[config.mk]
export PLATFORM = sky130hd
export DESIGN_NAME = spl_sector_protect
export DESIGN_NICKNAME = d
export VERILOG_FILES = /design/src/inc/spl_pkg.sv /design/src/logic/spl_sector_protect.sv
export SDC_FILE = /design/constraint.sdc
export NUM_CORES = 1
export LEC_CHECK = 0
export BUFFER_PORTS_ARGS = -buffer_cell sky130_fd_sc_hd__buf_2
export CORE_ASPECT_RATIO = 1.4
export CORE_UTILIZATION = 55
export CTS_BUF_LIST = sky130_fd_sc_hd__clkbuf_2 sky130_fd_sc_hd__clkbuf_4 sky130_fd_sc_hd__clkbuf_8
export DETAILED_ROUTE_END_ITERATION = 16
export PLACE_DENSITY = 0.71
export SYNTH_ARGS = -nofsm -noshare
export SYNTH_HDL_FRONTEND = slang
export SYNTH_SLANG_ARGS = --single-unit
[constraint.sdc]
create_clock -name sys_clk_i -period 4.3 [get_ports sys_clk_i]
set_clock_uncertainty 0.1 [all_clocks]
set_input_delay 0.86 -clock sys_clk_i [delete_from_list [all_inputs] [get_ports sys_clk_i]]
set_output_delay 0.86 -clock sys_clk_i [all_outputs]
set_load 0.05 [all_outputs]
[src/inc/spl_pkg.sv]
`default_nettype none
package spl_pkg;
  localparam int SPL_SECTORS = 16;
  localparam int SPL_SEC_W = 4;
  // sector index sits in address bits 19:16 (64-Kbyte sectors)
  localparam int SPL_SEC_LSB = 16;
  localparam logic [7:0] SPL_OP_READ_PROT = 8'h3C;
  localparam logic [7:0] SPL_OP_PROTECT = 8'h36;
  localparam logic [7:0] SPL_OP_UNPROTECT = 8'h39;
  localparam logic [7:0] SPL_OP_WRITE_STATUS = 8'h01;
  localparam int SPL_ADDR_BYTES = 3;
  localparam logic [1:0] SPL_LAST_ADDR = 2'h2;
  localparam logic [2:0] SPL_LAST_BIT = 3'h7;
  localparam int SPL_LOCK_POS = 7;
  localparam int SPL_GLB_HI = 5;
  localparam int SPL_GLB_LO = 2;
  localparam logic [3:0] SPL_GLB_UNPROT = 4'h0;
  localparam logic [3:0] SPL_GLB_PROT = 4'hF;
  localparam logic [15:0] SPL_PROT_RST = 16'hFFFF;
  localparam logic SPL_LOCK_RST = 1'b0;
  localparam logic [1:0] SPL_SUM_NONE = 2'h0;
  localparam logic [1:0] SPL_SUM_SOME = 2'h1;
  localparam logic [1:0] SPL_SUM_ALL = 2'h3;
  typedef enum logic [2:0] {
    SPL_ST_CMD,
    SPL_ST_ADDR,
    SPL_ST_READ,
    SPL_ST_STATUS,
    SPL_ST_IGNORE
  } spl_state_t;
endpackage
`default_nettype wire

[src/logic/spl_sector_protect.sv]
`default_nettype none
module spl_sector_protect
  import spl_pkg::*;
(
  input wire logic sys_clk_i,
  input wire logic rstn_i,
  input wire logic cs_n_i,
  input wire logic sclk_i,
  input wire logic si_i,
  input wire logic wp_n_i,
  output logic so_o,
  output logic so_oe_n_o,
  output logic [SPL_SECTORS-1:0] prot_bits_o,
  output logic protect_regs_lock_bit_o,
  output logic [1:0] soft_protect_summary_bits_o,
  output logic hw_locked_o
);

  // sector field position inside the first address byte
  localparam int SPL_SEC_OFS = SPL_SEC_LSB - 8 * (SPL_ADDR_BYTES - 1);

  spl_state_t state_r, state_nxt;
  logic sclk_r, sclk_nxt;
  logic [2:0] bit_cnt_r, bit_cnt_nxt;
  logic [1:0] byte_cnt_r, byte_cnt_nxt;
  logic [7:0] shift_r, shift_nxt;
  logic [7:0] op_r, op_nxt;
  logic [SPL_SEC_W-1:0] sec_r, sec_nxt;
  logic [SPL_SECTORS-1:0] prot_r, prot_nxt;
  logic lock_r, lock_nxt;
  logic so_r, so_nxt;
  logic oe_n_r, oe_n_nxt;
  logic [1:0] sum_r, sum_nxt;
  logic hwl_r, hwl_nxt;

  // decoded strobes shared by the groups
  logic rise;
  logic fall;
  logic [7:0] byte_in;
  logic byte_done;
  logic cmd_done;
  logic sector_done;
  logic status_done;
  logic hw_lock;
  logic [3:0] glb;

  function automatic logic [1:0] spl_summary(
    input logic [SPL_SECTORS-1:0] p
  );
    if (&p) begin
      spl_summary = SPL_SUM_ALL;
    end else if (|p) begin
      spl_summary = SPL_SUM_SOME;
    end else begin
      spl_summary = SPL_SUM_NONE;
    end
  endfunction

  function automatic logic spl_is_sector_op(
    input logic [7:0] op
  );
    spl_is_sector_op = (op == SPL_OP_PROTECT) || (op == SPL_OP_UNPROTECT);
  endfunction

  function automatic logic [SPL_SECTORS-1:0] spl_glb_apply(
    input logic [SPL_SECTORS-1:0] p,
    input logic [3:0] g
  );
    if (g == SPL_GLB_UNPROT) begin
      spl_glb_apply = '0;
    end else if (g == SPL_GLB_PROT) begin
      spl_glb_apply = '1;
    end else begin
      spl_glb_apply = p;
    end
  endfunction

  assign rise = sclk_i & ~sclk_r;
  assign fall = ~sclk_i & sclk_r;
  assign byte_in = {shift_r[6:0], si_i};
  // byte completes on eighth rising edge
  assign byte_done = ~cs_n_i & rise & (bit_cnt_r == SPL_LAST_BIT);
  assign cmd_done = byte_done & (state_r == SPL_ST_CMD);
  assign sector_done = byte_done & (state_r == SPL_ST_ADDR) &
                       (byte_cnt_r == SPL_LAST_ADDR) &
                       spl_is_sector_op(op_r);
  assign status_done = byte_done & (state_r == SPL_ST_STATUS);
  // pin acts only with lock set
  assign hw_lock = ~wp_n_i & lock_r;
  assign glb = byte_in[SPL_GLB_HI:SPL_GLB_LO];

  // serial link: edge copy, bit and byte counters
  always_comb begin
    sclk_nxt = sclk_i;
    bit_cnt_nxt = bit_cnt_r;
    byte_cnt_nxt = byte_cnt_r;
    shift_nxt = shift_r;
    if (cs_n_i) begin
      bit_cnt_nxt = '0;
      byte_cnt_nxt = '0;
    end else begin
      if (rise) begin
        shift_nxt = byte_in;
        bit_cnt_nxt = bit_cnt_r + 3'h1;
      end
      if (cmd_done) begin
        byte_cnt_nxt = '0;
      end else if (byte_done && state_r == SPL_ST_ADDR) begin
        byte_cnt_nxt = byte_cnt_r + 2'h1;
      end
    end
  end

  // command decoder
  always_comb begin
    state_nxt = state_r;
    op_nxt = op_r;
    sec_nxt = sec_r;
    if (cs_n_i) begin
      state_nxt = SPL_ST_CMD;
    end else begin
      unique case (state_r)
        SPL_ST_CMD: begin
          if (byte_done) begin
            op_nxt = byte_in;
            if (byte_in == SPL_OP_READ_PROT ||
                spl_is_sector_op(byte_in)) begin
              state_nxt = SPL_ST_ADDR;
            end else if (byte_in == SPL_OP_WRITE_STATUS) begin
              state_nxt = SPL_ST_STATUS;
            end else begin
              state_nxt = SPL_ST_IGNORE;
            end
          end
        end
        SPL_ST_ADDR: begin
          if (byte_done) begin
            // sector bits in first address byte
            if (byte_cnt_r == '0) begin
              sec_nxt = byte_in[SPL_SEC_OFS+SPL_SEC_W-1:SPL_SEC_OFS];
            end
            if (byte_cnt_r == SPL_LAST_ADDR) begin
              if (op_r == SPL_OP_READ_PROT) begin
                state_nxt = SPL_ST_READ;
              end else begin
                state_nxt = SPL_ST_IGNORE;
              end
            end
          end
        end
        SPL_ST_READ: begin
          state_nxt = SPL_ST_READ;
        end
        SPL_ST_STATUS: begin
          if (byte_done) begin
            state_nxt = SPL_ST_IGNORE;
          end
        end
        SPL_ST_IGNORE: begin
          state_nxt = SPL_ST_IGNORE;
        end
        default: begin
          state_nxt = SPL_ST_IGNORE;
        end
      endcase
    end
  end

  // protection bits and lock bit
  always_comb begin
    prot_nxt = prot_r;
    lock_nxt = lock_r;
    if (sector_done && !lock_r) begin
      prot_nxt[sec_r] = (op_r == SPL_OP_PROTECT);
    end
    // status write ignored under hardware lock
    if (status_done && !hw_lock) begin
      lock_nxt = byte_in[SPL_LOCK_POS];
      // global only when lock was clear
      if (!lock_r) begin
        prot_nxt = spl_glb_apply(prot_r, glb);
      end
    end
  end

  // serial output and its enable
  always_comb begin
    so_nxt = so_r;
    oe_n_nxt = oe_n_r;
    if (cs_n_i) begin
      // output floats once chip select rises
      oe_n_nxt = 1'b1;
      so_nxt = 1'b0;
    end else if (state_r == SPL_ST_READ && fall) begin
      // stored bit on every falling edge
      // first byte is always valid here
      so_nxt = prot_r[sec_r];
      oe_n_nxt = 1'b0;
    end
  end

  // status outputs
  always_comb begin
    sum_nxt = spl_summary(prot_nxt);
    hwl_nxt = ~wp_n_i & lock_nxt;
  end

  // link registers
  always_ff @(posedge sys_clk_i or negedge rstn_i) begin
    if (!rstn_i) begin
      sclk_r <= 1'b0;
      bit_cnt_r <= '0;
      byte_cnt_r <= '0;
      shift_r <= '0;
    end else begin
      sclk_r <= sclk_nxt;
      bit_cnt_r <= bit_cnt_nxt;
      byte_cnt_r <= byte_cnt_nxt;
      shift_r <= shift_nxt;
    end
  end

  // decoder registers
  always_ff @(posedge sys_clk_i or negedge rstn_i) begin
    if (!rstn_i) begin
      state_r <= SPL_ST_CMD;
      op_r <= '0;
      sec_r <= '0;
    end else begin
      state_r <= state_nxt;
      op_r <= op_nxt;
      sec_r <= sec_nxt;
    end
  end

  // protection registers
  always_ff @(posedge sys_clk_i or negedge rstn_i) begin
    if (!rstn_i) begin
      prot_r <= SPL_PROT_RST;
      lock_r <= SPL_LOCK_RST;
    end else begin
      prot_r <= prot_nxt;
      lock_r <= lock_nxt;
    end
  end

  // output registers
  always_ff @(posedge sys_clk_i or negedge rstn_i) begin
    if (!rstn_i) begin
      so_r <= 1'b0;
      oe_n_r <= 1'b1;
    end else begin
      so_r <= so_nxt;
      oe_n_r <= oe_n_nxt;
    end
  end

  // status registers
  always_ff @(posedge sys_clk_i or negedge rstn_i) begin
    if (!rstn_i) begin
      sum_r <= SPL_SUM_ALL;
      hwl_r <= 1'b0;
    end else begin
      sum_r <= sum_nxt;
      hwl_r <= hwl_nxt;
    end
  end

  assign so_o = so_r;
  assign so_oe_n_o = oe_n_r;
  assign prot_bits_o = prot_r;
  assign protect_regs_lock_bit_o = lock_r;
  assign soft_protect_summary_bits_o = sum_r;
  assign hw_locked_o = hwl_r;

endmodule
`default_nettype wire

==> run metrics <==
outcome finished, final reports clean; diodes inserted 0; Largest delay share family, worst path simple AND/OR/NAND/NOR gates; initial antenna violation count 0; htree depth 2; highest routing layer actually used met4; slowest cell on the critical path sky130_fd_sc_hd__or4_1; Mapped Avg Cell Area around 10 um2; pwr dens 305 nW/um2; Synth Cell Area about 2700 um2; clock root buffer master sky130_fd_sc_hd__clkbuf_8; maximum clock rate 332 MHz; Final TNS setup 0 ns; die outline height 84.5 um; TritonCTS Buffers 5; startpoint-to-endpoint class of the critical path in -> reg; fraction of final layout cells with drive strength greater than 1 32.0%; area used by multi-input combinational logic 1320 um2; placed insts 329; Worst setup EP type flop; share of the cycle needed by the critical path after routing 70.1%; Die Outline Area ~5200 um2; cells along the critical path buf_2, nor3_2, nand4_2, a2bb2oi_2, o21ai_1, o211ai_1, or4_1, nor4_2, nand4b_1; signal arrival time at the worst endpoint 3.13 ns; total I/O pin count 28; vias in the first global route 2,018; FF+latch count, synth 50; delay contributed by the slowest stage of the critical path 0.58 ns; register area 1270 um2; Final Net Count 284; final RePlAce weighted congestion 0.917; count of final hold-check violations 0; max-slew violation count 0; number of flops mapped to enable cells by yosys 0; leakage 0.00122 uW; post-CTS setup buffer count 0; maximum clock insertion buffer count 2; post-synthesis net count 265; starting density of the core 58.1%; clock sink total 50; global-route usage over all layers 25.6%; post-layout instance count excluding filler cells 337; global route total overflow 0; Slew @ Worst Pin 0.808 ns; post-place setup slack around 0.97 ns; wirelength, routed 5840 um; detailed-routed wire length on met3 about 190 um; # fillers ~400; wire length of the first global-routing pass just under 10,000 um; VDD IR-drop max 0.234 mV; post-detailed-route via-to-cell ratio just over 6; number of buffers inserted for hold repair after clock tree synthesis 0; insertion delay of the later-clocked pin in the worst-skew pair 0.31 ns; total number of vias 2,053; Worst Path Required 4.42 ns; largest fanout of any net on the critical path 17; x dimension of the die 61.0 um; routed length per placed instance between 15 and 20 um; RSZ-0062 raised after global routing false; 1st-pass router iterations 4; count of mapped cells out of synthesis around 260; number of DRC markers in iteration 0 141; Syn. warnings 0; ys async rst share 100%; final worst-path setup slack 1.29 ns; CTS clk-pin slew, worst paths roughly 0.080 ns; part of the Yosys area used for sequential elements 47.6%; worst slew slack as a fraction of its limit 45.9%; antenna-violating nets left 0; ys flop type sky130_fd_sc_hd__dfrtp_1; R2R setup slack ~1.3 ns; number of input and output port buffers inserted 27; TritonCTS clock tree built; Cell variety after synth 48; layout overhead on the synthesized area 9.02%; post-route minimum period 3.01 ns; Metal-1 WL 2410 um; post-route DRC violation count 0; crit path buf inv count 1; number of standard-cell rows in the floorplan 29; number of resized instances in the post-cts repair step 0; number of violations of the max-capacitance limit 0; CP startpoint kind input pin; core box area roughly 4600 um2; met2 wire length 3060 um; pin count of the biggest net entering global routing 30; estimated wirelength of the detail-placed design 4430 um; setup-violating endpoint count in the final report 0; classification of the worst-slack hold path in -> async
worst paths after layout:
path / cells past startpoint / end / start
worst max-delay path: 9 / soft_protect_summary_bits_o[0]$_DFF_PN1_ / cs_n_i
worst min-delay path: 1 / byte_cnt_r[1]$_DFFE_PN0P_ / rstn_i
worst max register to register: 10 / soft_protect_summary_bits_o[0]$_DFF_PN1_ / bit_cnt_r[0]$_DFFE_PN0P_
worst min register to register: 1 / op_r[6]$_DFFE_PN0P_ / op_r[6]$_DFFE_PN0P_
max in group asynchronous: 2 / prot_bits_o[14]$_DFF_PN1_ / rstn_i
min in group sys_clk_i: 1 / op_r[6]$_DFFE_PN0P_ / op_r[6]$_DFFE_PN0P_
sequential cells by signal, indices dropped and copies added (netlist names), 2 cells and up:
signal,flops
prot_bits_o,16
op_r,8
shift_r,7
sec_r,4
bit_cnt_r,3
state_r,3
byte_cnt_r,2
soft_protect_summary_bits_o,2
synth_stat cells, types with 2 or more instances:
cell type                  instances  area (um2)
sky130_fd_sc_hd__ha_1              4        50.1
sky130_fd_sc_hd__nor3_1           15        75.1
sky130_fd_sc_hd__nand2_1          16        60.1
sky130_fd_sc_hd__nand3_1           5        25.0
sky130_fd_sc_hd__nor2b_1           4        25.0
sky130_fd_sc_hd__dfrtp_1          31         776
sky130_fd_sc_hd__mux2_2           18         203
sky130_fd_sc_hd__o32a_1            3        30.0
sky130_fd_sc_hd__a21oi_1           8        40.0
sky130_fd_sc_hd__nand2b_1          7        43.8
sky130_fd_sc_hd__o211ai_1         16         120
sky130_fd_sc_hd__inv_1             4        15.0
sky130_fd_sc_hd__nand4_1           4        25.0
sky130_fd_sc_hd__or4_1             6        45.0
sky130_fd_sc_hd__o21ai_1           2        10.0
sky130_fd_sc_hd__nor2_2            3        18.8
sky130_fd_sc_hd__nor4_1            3        18.8
sky130_fd_sc_hd__mux2i_1           2        20.0
sky130_fd_sc_hd__nand4b_1          2        17.5
sky130_fd_sc_hd__buf_2             3        15.0
sky130_fd_sc_hd__clkbuf_1         12        45.0
sky130_fd_sc_hd__nor2_1           23        86.3
sky130_fd_sc_hd__o21ai_0          16        80.1
sky130_fd_sc_hd__mux4_2            5         113
sky130_fd_sc_hd__or3_1             2        12.5
sky130_fd_sc_hd__dfstp_2          19         499
area by class of cell:
| cell class | instances | area share (%) |
|---|---|---|
| inverter | 4 | 0.515 |
| sequential | 50 | 43.7 |
| multi-input combinational | 185 | 45.3 |
| clock buffer | 6 | 2.62 |
| timing repair buffer | 28 | 4.89 |
| tap | 62 | 2.66 |
| clock inverter | 2 | 0.300 |
report_power, final:
part	internal (uW)	switching, uW	leakage, uW
Clock	118	152	0.0000460
Combinational	41.7	34.7	0.000564
Sequential	500	44.1	0.000609
cells by family after synthesis:
family	synth area share, %
fa+ha+maj	1.87
flops	47.6
mux	12.5
buf+inv	2.94
compound gates	13.1
xor+xnor	0.655
simple gates	21.3
routing by layer:
layer  track usage, %  vias to the layer above
met1             30.3                      999
li1                 -                      990
met5                0                        -
met2             43.8                       48
met3             4.16                       16
met4             12.2                        0
cells in the final DEF, fill, tap and decap left out, types with 2 or more instances in the layout:
cell type	instances
sky130_fd_sc_hd__buf_2	27
sky130_fd_sc_hd__ha_1	4
sky130_fd_sc_hd__nor2_1	23
sky130_fd_sc_hd__o21ai_1	2
sky130_fd_sc_hd__o32a_1	3
sky130_fd_sc_hd__mux2i_1	2
sky130_fd_sc_hd__mux2_2	18
sky130_fd_sc_hd__nand3_1	5
sky130_fd_sc_hd__nor4_1	3
sky130_fd_sc_hd__nand2_1	16
sky130_fd_sc_hd__or3_1	2
sky130_fd_sc_hd__mux4_2	5
sky130_fd_sc_hd__o211ai_1	16
sky130_fd_sc_hd__dfstp_2	19
sky130_fd_sc_hd__dfrtp_1	31
sky130_fd_sc_hd__nor3_1	15
sky130_fd_sc_hd__nand4b_1	2
sky130_fd_sc_hd__inv_1	4
sky130_fd_sc_hd__nand4_1	4
sky130_fd_sc_hd__nor2_2	3
sky130_fd_sc_hd__clkbuf_8	5
sky130_fd_sc_hd__o21ai_0	16
sky130_fd_sc_hd__a21oi_1	8
sky130_fd_sc_hd__nand2b_1	7
sky130_fd_sc_hd__or4_1	6
sky130_fd_sc_hd__nor2b_1	4
metrics by stage:
step	hold WS (ns)	area, um2	power [uW]	util, %
final	0.403	2920	891	63.3
after global routing	0.414	2920	926	63.3
after CTS	0.410	2920	898	63.3
after detailed placement	0.389	2830	630	61.5
after global placement	0.385	2830	625	61.5
after floorplan	0.372	2680	594	-
No activity file was read; power rests on OpenSTA's default activity.
